`config.mk`:
```
export PLATFORM = sky130hd
export DESIGN_NAME = ccr_regs
export DESIGN_NICKNAME = d
export VERILOG_FILES = /design/src/ccr_pkg.sv /design/src/ccr_regs.sv
export VERILOG_INCLUDE_DIRS = /design/src
export SDC_FILE = /design/constraint.sdc
export NUM_CORES = 1
export LEC_CHECK = 0
export ABC_AREA = 1
export CORE_ASPECT_RATIO = 1.75
export CORE_UTILIZATION = 49
export CTS_CLUSTER_DIAMETER = 60
export CTS_CLUSTER_SIZE = 10
export DETAILED_ROUTE_END_ITERATION = 16
export DONT_BUFFER_PORTS = 1
export HOLD_SLACK_MARGIN = 0.02
export PLACE_DENSITY = 0.69
export REMOVE_ABC_BUFFERS = 1
export SYNTH_ARGS = -nofsm -noshare
export SYNTH_HDL_FRONTEND = slang
export SYNTH_SLANG_ARGS = --single-unit
```
`constraint.sdc`:
```
create_clock -name sys_clk_in -period 5 [get_ports sys_clk_in]
set_input_delay 0.75 -clock sys_clk_in [delete_from_list [all_inputs] [get_ports sys_clk_in]]
set_output_delay 0.75 -clock sys_clk_in [all_outputs]
set_load 0.005 [all_outputs]
```
`src/ccr_cfg.svh`:
```
// Purpose: constants of the clock generator control register bank
// Assumes: registers reached over the two-wire serial port only
// Notes: offsets are byte indices on the serial link
//
// How it works
// - start, write address, device acknowledges
// - index byte acknowledged and kept as start
// - repeated start, read address, device acknowledges
// - send byte count, then bytes from index onward
// - host not-acknowledge ends read, line released
// - byte0 bit7 enables processor/serial-ref PLL
// - byte0 bit6 enables dot clock PLL
// - byte0 bit5 enables LCD PLL
// - byte0 bit3 divider cleared when bit7 cleared
// - byte0 bit2 divider cleared when bit7 cleared
// - byte0 bit1 divider cleared when bit5 cleared
// - byte0 bit0 divider cleared when bit6 cleared
// - byte1 bit7 fixed down spread for PLL
// - byte1 bit6 enables LCD PLL spread
// - byte1 bits5-3 select LCD spread, reset 000
// - codes 0-3 down spread, 4-7 centre spread
// - byte2 bits7-5 processor clock buffer enables
// - byte2 bits4-2 serial-ref clock buffer enables
// - byte2 bit1 dot clock buffer enable
// - byte2 bit0 LCD clock buffer enable
// - block write: index, count, data, all acknowledged
`ifndef CCR_CFG_SVH
`define CCR_CFG_SVH

// ----------------------------------------------------------------
// serial addresses and map
// ----------------------------------------------------------------
`define CCR_ADDR_WR 8'hD2
`define CCR_ADDR_RD 8'hD3
`define CCR_OFS_PLL_DIV 8'h00
`define CCR_OFS_SPREAD 8'h01
`define CCR_OFS_BUF 8'h02
`define CCR_BYTE_COUNT 8'h03

// ----------------------------------------------------------------
// reset values and writable masks
// ----------------------------------------------------------------
`define CCR_RST_PLL_DIV 8'hEF
`define CCR_RST_SPREAD 8'hC0
`define CCR_RST_BUF 8'hFF
`define CCR_MASK_PLL_DIV 8'hEF
`define CCR_MASK_SPREAD 8'hF8

// ----------------------------------------------------------------
// field positions
// ----------------------------------------------------------------
`define CCR_B_CPU_SRC_PLL 7
`define CCR_B_DOT_PLL 6
`define CCR_B_LCD_PLL 5
`define CCR_B_PROC_DIV 3
`define CCR_B_SREF_DIV 2
`define CCR_B_LCD_DIV 1
`define CCR_B_DOT_DIV 0
`define CCR_B_CPU_SRC_SS 7
`define CCR_B_LCD_SS 6
`define CCR_B_SEL_HI 5
`define CCR_B_SEL_LO 3

`endif

```
`src/ccr_pkg.sv`:
```
// Purpose: types of the clock generator control register bank
// Assumes: constants come from ccr_cfg.svh
// Notes: none
`default_nettype none
package ccr_pkg;

  typedef enum logic [2:0] {
    CCR_ST_IDLE,
    CCR_ST_RX,
    CCR_ST_RX_ACK,
    CCR_ST_TX,
    CCR_ST_TX_ACK,
    CCR_ST_TX_NEXT
  } ccr_state_t;

  typedef enum logic [1:0] {
    CCR_PH_ADDR,
    CCR_PH_INDEX,
    CCR_PH_COUNT,
    CCR_PH_DATA
  } ccr_phase_t;

  // lcd spread: low half down spread, high half centre spread
  typedef enum logic [2:0] {
    CCR_SS_DN_0P5,
    CCR_SS_DN_1P0,
    CCR_SS_DN_2P0,
    CCR_SS_DN_2P5,
    CCR_SS_CT_0P25,
    CCR_SS_CT_0P5,
    CCR_SS_CT_1P0,
    CCR_SS_CT_1P25
  } ccr_spread_t;

  typedef struct packed {
    logic scl_m;
    logic scl_s;
    logic scl_p;
    logic sda_m;
    logic sda_s;
    logic sda_p;
    ccr_state_t st;
    ccr_phase_t ph;
    logic rd;
    logic [3:0] cnt;
    logic [7:0] sh;
    logic [7:0] idx;
    logic [7:0] r0;
    logic [7:0] r1;
    logic [7:0] r2;
    logic drv;
    logic [7:0] ck_t;
    logic [7:0] ck_c;
  } ccr_regs_t;

endpackage : ccr_pkg
`default_nettype wire

```
`src/ccr_regs.sv`:
```
// Purpose: serial slave and control registers of the clock generator
// Assumes: scl and sda pins are asynchronous to sys_clk_in
// Notes: raw clocks come from on-chip logic on sys_clk_in
`timescale 1ns/100ps
`default_nettype none
`include "ccr_cfg.svh"
module ccr_regs
(
  input wire logic sys_clk_in,
  input wire logic rst_b_in,
  input wire logic clk_en_in,
  input wire logic scl_in,
  input wire logic sda_in,
  output logic sda_out,
  output logic sda_oe_out,
  input wire logic [7:0] raw_clk_in,
  output logic [7:0] clk_true_out,
  output logic [7:0] clk_comp_out,
  output logic cpu_src_pll_on_out,
  output logic dot_pll_on_out,
  output logic lcd_pll_on_out,
  output logic proc_divider_on_out,
  output logic serial_ref_divider_on_out,
  output logic lcd_divider_on_out,
  output logic dot_divider_on_out,
  output logic cpu_src_spread_on_out,
  output logic lcd_spread_on_out,
  output ccr_pkg::ccr_spread_t lcd_spread_select_out
);
  import ccr_pkg::*;

  ccr_regs_t s;
  ccr_regs_t next_s;
  logic scl_rise;
  logic scl_fall;
  logic start_seen;
  logic stop_seen;
  logic [7:0] rdata;
  logic [7:0] next_idx;
  logic [7:0] w0;
  logic [7:0] w1;

  // ----------------------------------------------------------------
  // line events
  // ----------------------------------------------------------------
  // edges from stages two and three, never from the first
  assign scl_rise = s.scl_s & ~s.scl_p;
  assign scl_fall = ~s.scl_s & s.scl_p;
  // sda moves only while scl is low, except start and stop
  assign start_seen = s.scl_s & s.scl_p & s.sda_p & ~s.sda_s;
  assign stop_seen = s.scl_s & s.scl_p & ~s.sda_p & s.sda_s;
  assign next_idx = s.idx + 8'h01;

  // ----------------------------------------------------------------
  // read mux
  // ----------------------------------------------------------------
  always_comb
  begin
    case (s.idx)
      `CCR_OFS_PLL_DIV: rdata = s.r0;
      `CCR_OFS_SPREAD: rdata = s.r1;
      `CCR_OFS_BUF: rdata = s.r2;
      default: rdata = 8'h00;
    endcase
  end

  // ----------------------------------------------------------------
  // byte 0 write with divider interlocks
  // ----------------------------------------------------------------
  always_comb
  begin
    w0 = s.sh & `CCR_MASK_PLL_DIV;
    if (!w0[`CCR_B_CPU_SRC_PLL])
    begin
      w0[`CCR_B_PROC_DIV] = 1'b0;
      w0[`CCR_B_SREF_DIV] = 1'b0;
    end
    if (!w0[`CCR_B_LCD_PLL])
    begin
      w0[`CCR_B_LCD_DIV] = 1'b0;
    end
    if (!w0[`CCR_B_DOT_PLL])
    begin
      w0[`CCR_B_DOT_DIV] = 1'b0;
    end
  end

  // ----------------------------------------------------------------
  // byte 1 write, reserved bits dropped
  // ----------------------------------------------------------------
  always_comb
  begin
    w1 = s.sh & `CCR_MASK_SPREAD;
  end

  // ----------------------------------------------------------------
  // next state
  // ----------------------------------------------------------------
  always_comb
  begin
    next_s = s;
    // two stages before any use, a third for edges
    next_s.scl_m = scl_in;
    next_s.scl_s = s.scl_m;
    next_s.scl_p = s.scl_s;
    next_s.sda_m = sda_in;
    next_s.sda_s = s.sda_m;
    next_s.sda_p = s.sda_s;
    // disabled buffers park both legs low
    next_s.ck_t = raw_clk_in & s.r2;
    next_s.ck_c = ~raw_clk_in & s.r2;
    if (stop_seen)
    begin
      next_s.st = CCR_ST_IDLE;
      next_s.drv = 1'b0;
    end
    else if (start_seen)
    begin
      // start or repeated start: new address byte
      next_s.st = CCR_ST_RX;
      next_s.ph = CCR_PH_ADDR;
      next_s.cnt = 4'h0;
      next_s.drv = 1'b0;
    end
    else
    begin
      case (s.st)
        CCR_ST_IDLE:
        begin
          next_s.drv = 1'b0;
        end
        CCR_ST_RX:
        begin
          // shift on rise, hold at eight until the fall
          if (scl_rise && s.cnt != 4'h8)
          begin
            next_s.sh = {s.sh[6:0], s.sda_s};
            next_s.cnt = s.cnt + 4'h1;
          end
          else if (scl_fall && s.cnt == 4'h8)
          begin
            next_s.st = CCR_ST_RX_ACK;
            next_s.drv = 1'b1;
            case (s.ph)
              CCR_PH_ADDR:
              begin
                // other addresses: no ack, wait for a start
                if (s.sh == `CCR_ADDR_WR)
                begin
                  next_s.rd = 1'b0;
                  next_s.ph = CCR_PH_INDEX;
                end
                else if (s.sh == `CCR_ADDR_RD)
                begin
                  next_s.rd = 1'b1;
                end
                else
                begin
                  next_s.st = CCR_ST_IDLE;
                  next_s.drv = 1'b0;
                end
              end
              CCR_PH_INDEX:
              begin
                next_s.idx = s.sh;
                next_s.ph = CCR_PH_COUNT;
              end
              CCR_PH_COUNT:
              begin
                next_s.ph = CCR_PH_DATA;
              end
              default:
              begin
                case (s.idx)
                  `CCR_OFS_PLL_DIV: next_s.r0 = w0;
                  `CCR_OFS_SPREAD: next_s.r1 = w1;
                  `CCR_OFS_BUF: next_s.r2 = s.sh;
                  // past byte 2: acknowledged, dropped
                  default: next_s.r2 = s.r2;
                endcase
                next_s.idx = next_idx;
              end
            endcase
          end
        end
        CCR_ST_RX_ACK:
        begin
          if (scl_fall)
          begin
            next_s.cnt = 4'h0;
            if (s.rd)
            begin
              // count byte first, index untouched
              next_s.sh = `CCR_BYTE_COUNT;
              next_s.drv = ~next_s.sh[7];
              next_s.st = CCR_ST_TX;
            end
            else
            begin
              next_s.drv = 1'b0;
              next_s.st = CCR_ST_RX;
            end
          end
        end
        CCR_ST_TX:
        begin
          if (scl_fall)
          begin
            if (s.cnt == 4'h7)
            begin
              next_s.drv = 1'b0;
              next_s.st = CCR_ST_TX_ACK;
            end
            else
            begin
              next_s.sh = {s.sh[6:0], 1'b0};
              next_s.drv = ~s.sh[6];
              next_s.cnt = s.cnt + 4'h1;
            end
          end
        end
        CCR_ST_TX_ACK:
        begin
          if (scl_rise)
          begin
            // line already released for the host's answer
            if (s.sda_s)
            begin
              next_s.st = CCR_ST_IDLE;
            end
            else
            begin
              next_s.st = CCR_ST_TX_NEXT;
            end
          end
        end
        CCR_ST_TX_NEXT:
        begin
          if (scl_fall)
          begin
            // next byte only after the ack clock falls
            next_s.sh = rdata;
            next_s.drv = ~rdata[7];
            next_s.idx = next_idx;
            next_s.cnt = 4'h0;
            next_s.st = CCR_ST_TX;
          end
        end
        default:
        begin
          next_s.st = CCR_ST_IDLE;
          next_s.drv = 1'b0;
        end
      endcase
    end
  end

  // ----------------------------------------------------------------
  // state register
  // ----------------------------------------------------------------
  always_ff @(posedge sys_clk_in or negedge rst_b_in)
  begin
    if (!rst_b_in)
    begin
      s <= '0;
      // line copies idle high: no false start after reset
      s.scl_m <= 1'b1;
      s.scl_s <= 1'b1;
      s.scl_p <= 1'b1;
      s.sda_m <= 1'b1;
      s.sda_s <= 1'b1;
      s.sda_p <= 1'b1;
      s.st <= CCR_ST_IDLE;
      s.ph <= CCR_PH_ADDR;
      s.r0 <= `CCR_RST_PLL_DIV;
      s.r1 <= `CCR_RST_SPREAD;
      s.r2 <= `CCR_RST_BUF;
    end
    else if (clk_en_in)
    begin
      s <= next_s;
    end
  end

  // ----------------------------------------------------------------
  // outputs
  // ----------------------------------------------------------------
  // open drain: only the enable moves
  assign sda_out = 1'b0;
  assign sda_oe_out = s.drv;
  assign clk_true_out = s.ck_t;
  assign clk_comp_out = s.ck_c;
  assign cpu_src_pll_on_out = s.r0[`CCR_B_CPU_SRC_PLL];
  assign dot_pll_on_out = s.r0[`CCR_B_DOT_PLL];
  assign lcd_pll_on_out = s.r0[`CCR_B_LCD_PLL];
  assign proc_divider_on_out = s.r0[`CCR_B_PROC_DIV];
  assign serial_ref_divider_on_out = s.r0[`CCR_B_SREF_DIV];
  assign lcd_divider_on_out = s.r0[`CCR_B_LCD_DIV];
  assign dot_divider_on_out = s.r0[`CCR_B_DOT_DIV];
  assign cpu_src_spread_on_out = s.r1[`CCR_B_CPU_SRC_SS];
  assign lcd_spread_on_out = s.r1[`CCR_B_LCD_SS];
  assign lcd_spread_select_out =
    ccr_spread_t'(s.r1[`CCR_B_SEL_HI:`CCR_B_SEL_LO]);

endmodule : ccr_regs
`default_nettype wire

```
==> run summary <==
===========================================================================
Commonest non-fill, non-tap cells in the layout                170 x nand2_1, 50 x nor2_1, 46 x inv_1, 46 x dfrtp_1, 45 x nand3_1
Worst Setup Start Kind                                            flip-flop
Top cell type's share of synthesized area                             0.263
Register bit total from synthesis                                        69
Tightest Hold Check Type                                           in2async
Worst skew pair latency                                             0.34 ns
H-tree depth reported by CTS                                              3
Vias after detailed routing                                            3582
Total Die Area                                                  0.00932 mm2
Routed wire length                                                 10500 um
Worst EP arrival                                                    2.37 ns
Max-cap viol count                                                        0
Clock tree from TritonCTS                                             built
Final setup fails                                                         0
Total global routing overflow                                             0
Leading cell type in the layout, fill and taps excluded             nand2_1
Placer's final routability congestion estimate                        0.914
Rows                                                                     45
Vertical die dimension                                               127 um
Number of buffers inserted by hold repair at cts                          0
Biggest area consumer among synthesized cells                       dfrtp_1
Worst slew pin tran                                                0.759 ns
Number of clock buffers inserted by TritonCTS                             9
Unique cell type count in the Yosys netlist                              40
Post-synthesis average cell area                                   7.75 um2
Count of yosys warnings during synthesis                                  0
Met3 layer wire length in the routed design                          449 um
Total Neg Setup Slack                                                  0 ns
Number of iterations in the first detailed-routing pass                   5
Highest metal layer used by the detailed router                        met4
ANT nets after route                                                      0
Global-route usage over all layers                                    0.247
Gate count after technology mapping                                     564
Post-CTS repair timing setup buffer count                                 0
Clock tree root buffer cell                                       clkbuf_16
Hold violation count in the final report                                  0
Critical path peak fanout                                                20
Ratio of final minimum period to clock period                         0.422
Critical path data required time                                    5.26 ns
Via count normalized by instance count                                 5.36
Power, Total                                                        1.45 mW
Sequential element share of the synthesized area                      0.402
First-iteration detailed-routing DRC count                              164
Initial core utilization                                              0.504
Vias in the first global route                                         3611
Worst slew margin relative to its limit                               0.494
Flip-flop and latch area                                        0.00176 mm2
Shortest period the worst path allows                               2.11 ns
Sink count of the clock tree                                             69
Maximum number of pins on one net before global-route repair             70
Post-Route M1 WL                                                    3820 um
Pwr/cell area                                                    313 mW/mm2
Setup repair after global routing missed its margin                      no
Achievable Freq                                                     474 MHz
Diode insertion count for antenna repair                                  0
Number of I/O pins                                                       43
Cell area after technology mapping                              0.00437 mm2
Die X                                                               73.4 um
Worst IR Drop VDD                                                    217 uV
Final hold slack                                                   0.101 ns
Post-DR wirelength/cell                                             15.7 um
Count of final max-slew check failures                                    0
Total area of multi-input combinational cells                   0.00216 mm2
Core area                                                       0.00867 mm2
Initial antenna violation count                                           0
End-of-flow core utilization                                          0.533
Global-route wire length before repair                             17200 um
Clock transition at the registers of the reported paths             0.06 ns
Sort of element at the end of the critical path                   flip-flop
Area growth from synthesis to layout                                  5.81%
Synth area leaders                                             dfrtp_1 26%, nand2_1 15%, dfstp_2 14%, nand3_1 5.2%, nor2_1 4.3%
Kind of critical path                                               reg2reg
Post_cts resized                                                          0
Met2 WL                                                             5580 um
Longest Clk Path Bufs                                                     2
Count of input and output buffers                                         0
Status                                                         finished clean
Share of cells above drive strength 1                                 0.205
DRC violations left                                                       0
Nets                                                                    569
Detailed-placement wirelength estimate                              7900 um
Setup Skew                                                       0.00973 ns
Number of filler cells placed in the layout                             834
Pleak                                                               2.26 nW
===========================================================================
[metrics by stage]
stage / instances / cell area (um2) / setup slack, ns
after CTS: 668 / 4630 / 2.91
after global placement: 652 / 4300 / 3.03
after global routing: 668 / 4630 / 2.67
after floorplan: 534 / 4150 / 3.20
after detailed placement: 652 / 4300 / 2.92
final: 668 / 4630 / 2.89
[worst paths after layout]
kind                            slack [ns]       start    endpoint  depth (start not counted)
worst max-delay path                  2.89       s[47]       s[22]                          8
max in group asynchronous             4.67    rst_b_in       s[21]                          0
worst max register to register        2.89       s[47]       s[22]                          8
min in group sys_clk_in               0.47  next_s[71]  next_s[71]                          2
worst min-delay path                  0.10    rst_b_in       s[59]                          0
worst min register to register        0.47  next_s[71]  next_s[71]                          2
[logic make-up after synthesis]
logic type / count (synthesis) / share of synthesized area
AOI/OAI and AO/OA: 74 / 0.111
DFF: 69 / 0.402
other: 1 / 0.000858
buffers and inverters: 91 / 0.105
and+or+nand+nor: 316 / 0.347
xor gates and xnor gates: 3 / 0.00601
adders and majority gates: 10 / 0.0286
[sequential cells by signal (all words and copies together) (netlist names)]
register and cells:
dot_divider_on_out 1, proc_divider_on_out 1, dot_pll_on_out 1, clk_comp_out 8, sda_oe_out 1, next_s 4, s 36, lcd_pll_on_out 1
lcd_spread_select_out 3, cpu_src_pll_on_out 1, serial_ref_divider_on_out 1, clk_true_out 8, lcd_divider_on_out 1, cpu_src_spread_on_out 1, lcd_spread_on_out 1
[critical path, cell delays in order (launching register included)]
cell     delay (ns)
dfrtp_1        0.41
inv_2          0.08
nand2_1        0.06
nor2_2         0.60
nand2_1        0.28
nor3_4         0.26
nand2_4        0.18
nand2_1        0.11
o21ai_2        0.05
[power by group]
part | internal, mW | total (mW) | switching (mW)
Sequential | 0.588 | 0.624 | 0.0365
Clock | 0.441 | 0.693 | 0.252
Combinational | 0.0404 | 0.130 | 0.0897
[synthesized netlist by cell type, drive strengths merged]
master	instances
nand2	193
inv	60
nor2	59
o21ai	54
nand3	50
dfrtp	46
buf	27
dfstp	23
ha	10
nand4	9
a21oi	8
a22o	6
o211ai	4
clkbuf	3
nor3	3
xor2	3
a31oi	1
and3	1
clkinv	1
conb	1
nand3b	1
o31ai	1
[routing by layer]
layer  vias up  track usage
met1      1692        0.247
met3        47       0.0532
met5         -            0
met4         0        0.170
li1       1751            -
met2        92        0.439
[layout make-up]
cell class                 count  share of cell area
multi-input combinational    404               0.467
sequential                    69               0.379
inverter                      61              0.0506
clock buffer                  10              0.0495
tap                          117              0.0316
clock inverter                 6              0.0206
timing repair buffer           1             0.00162
Power figures use the tool's default switching activity.
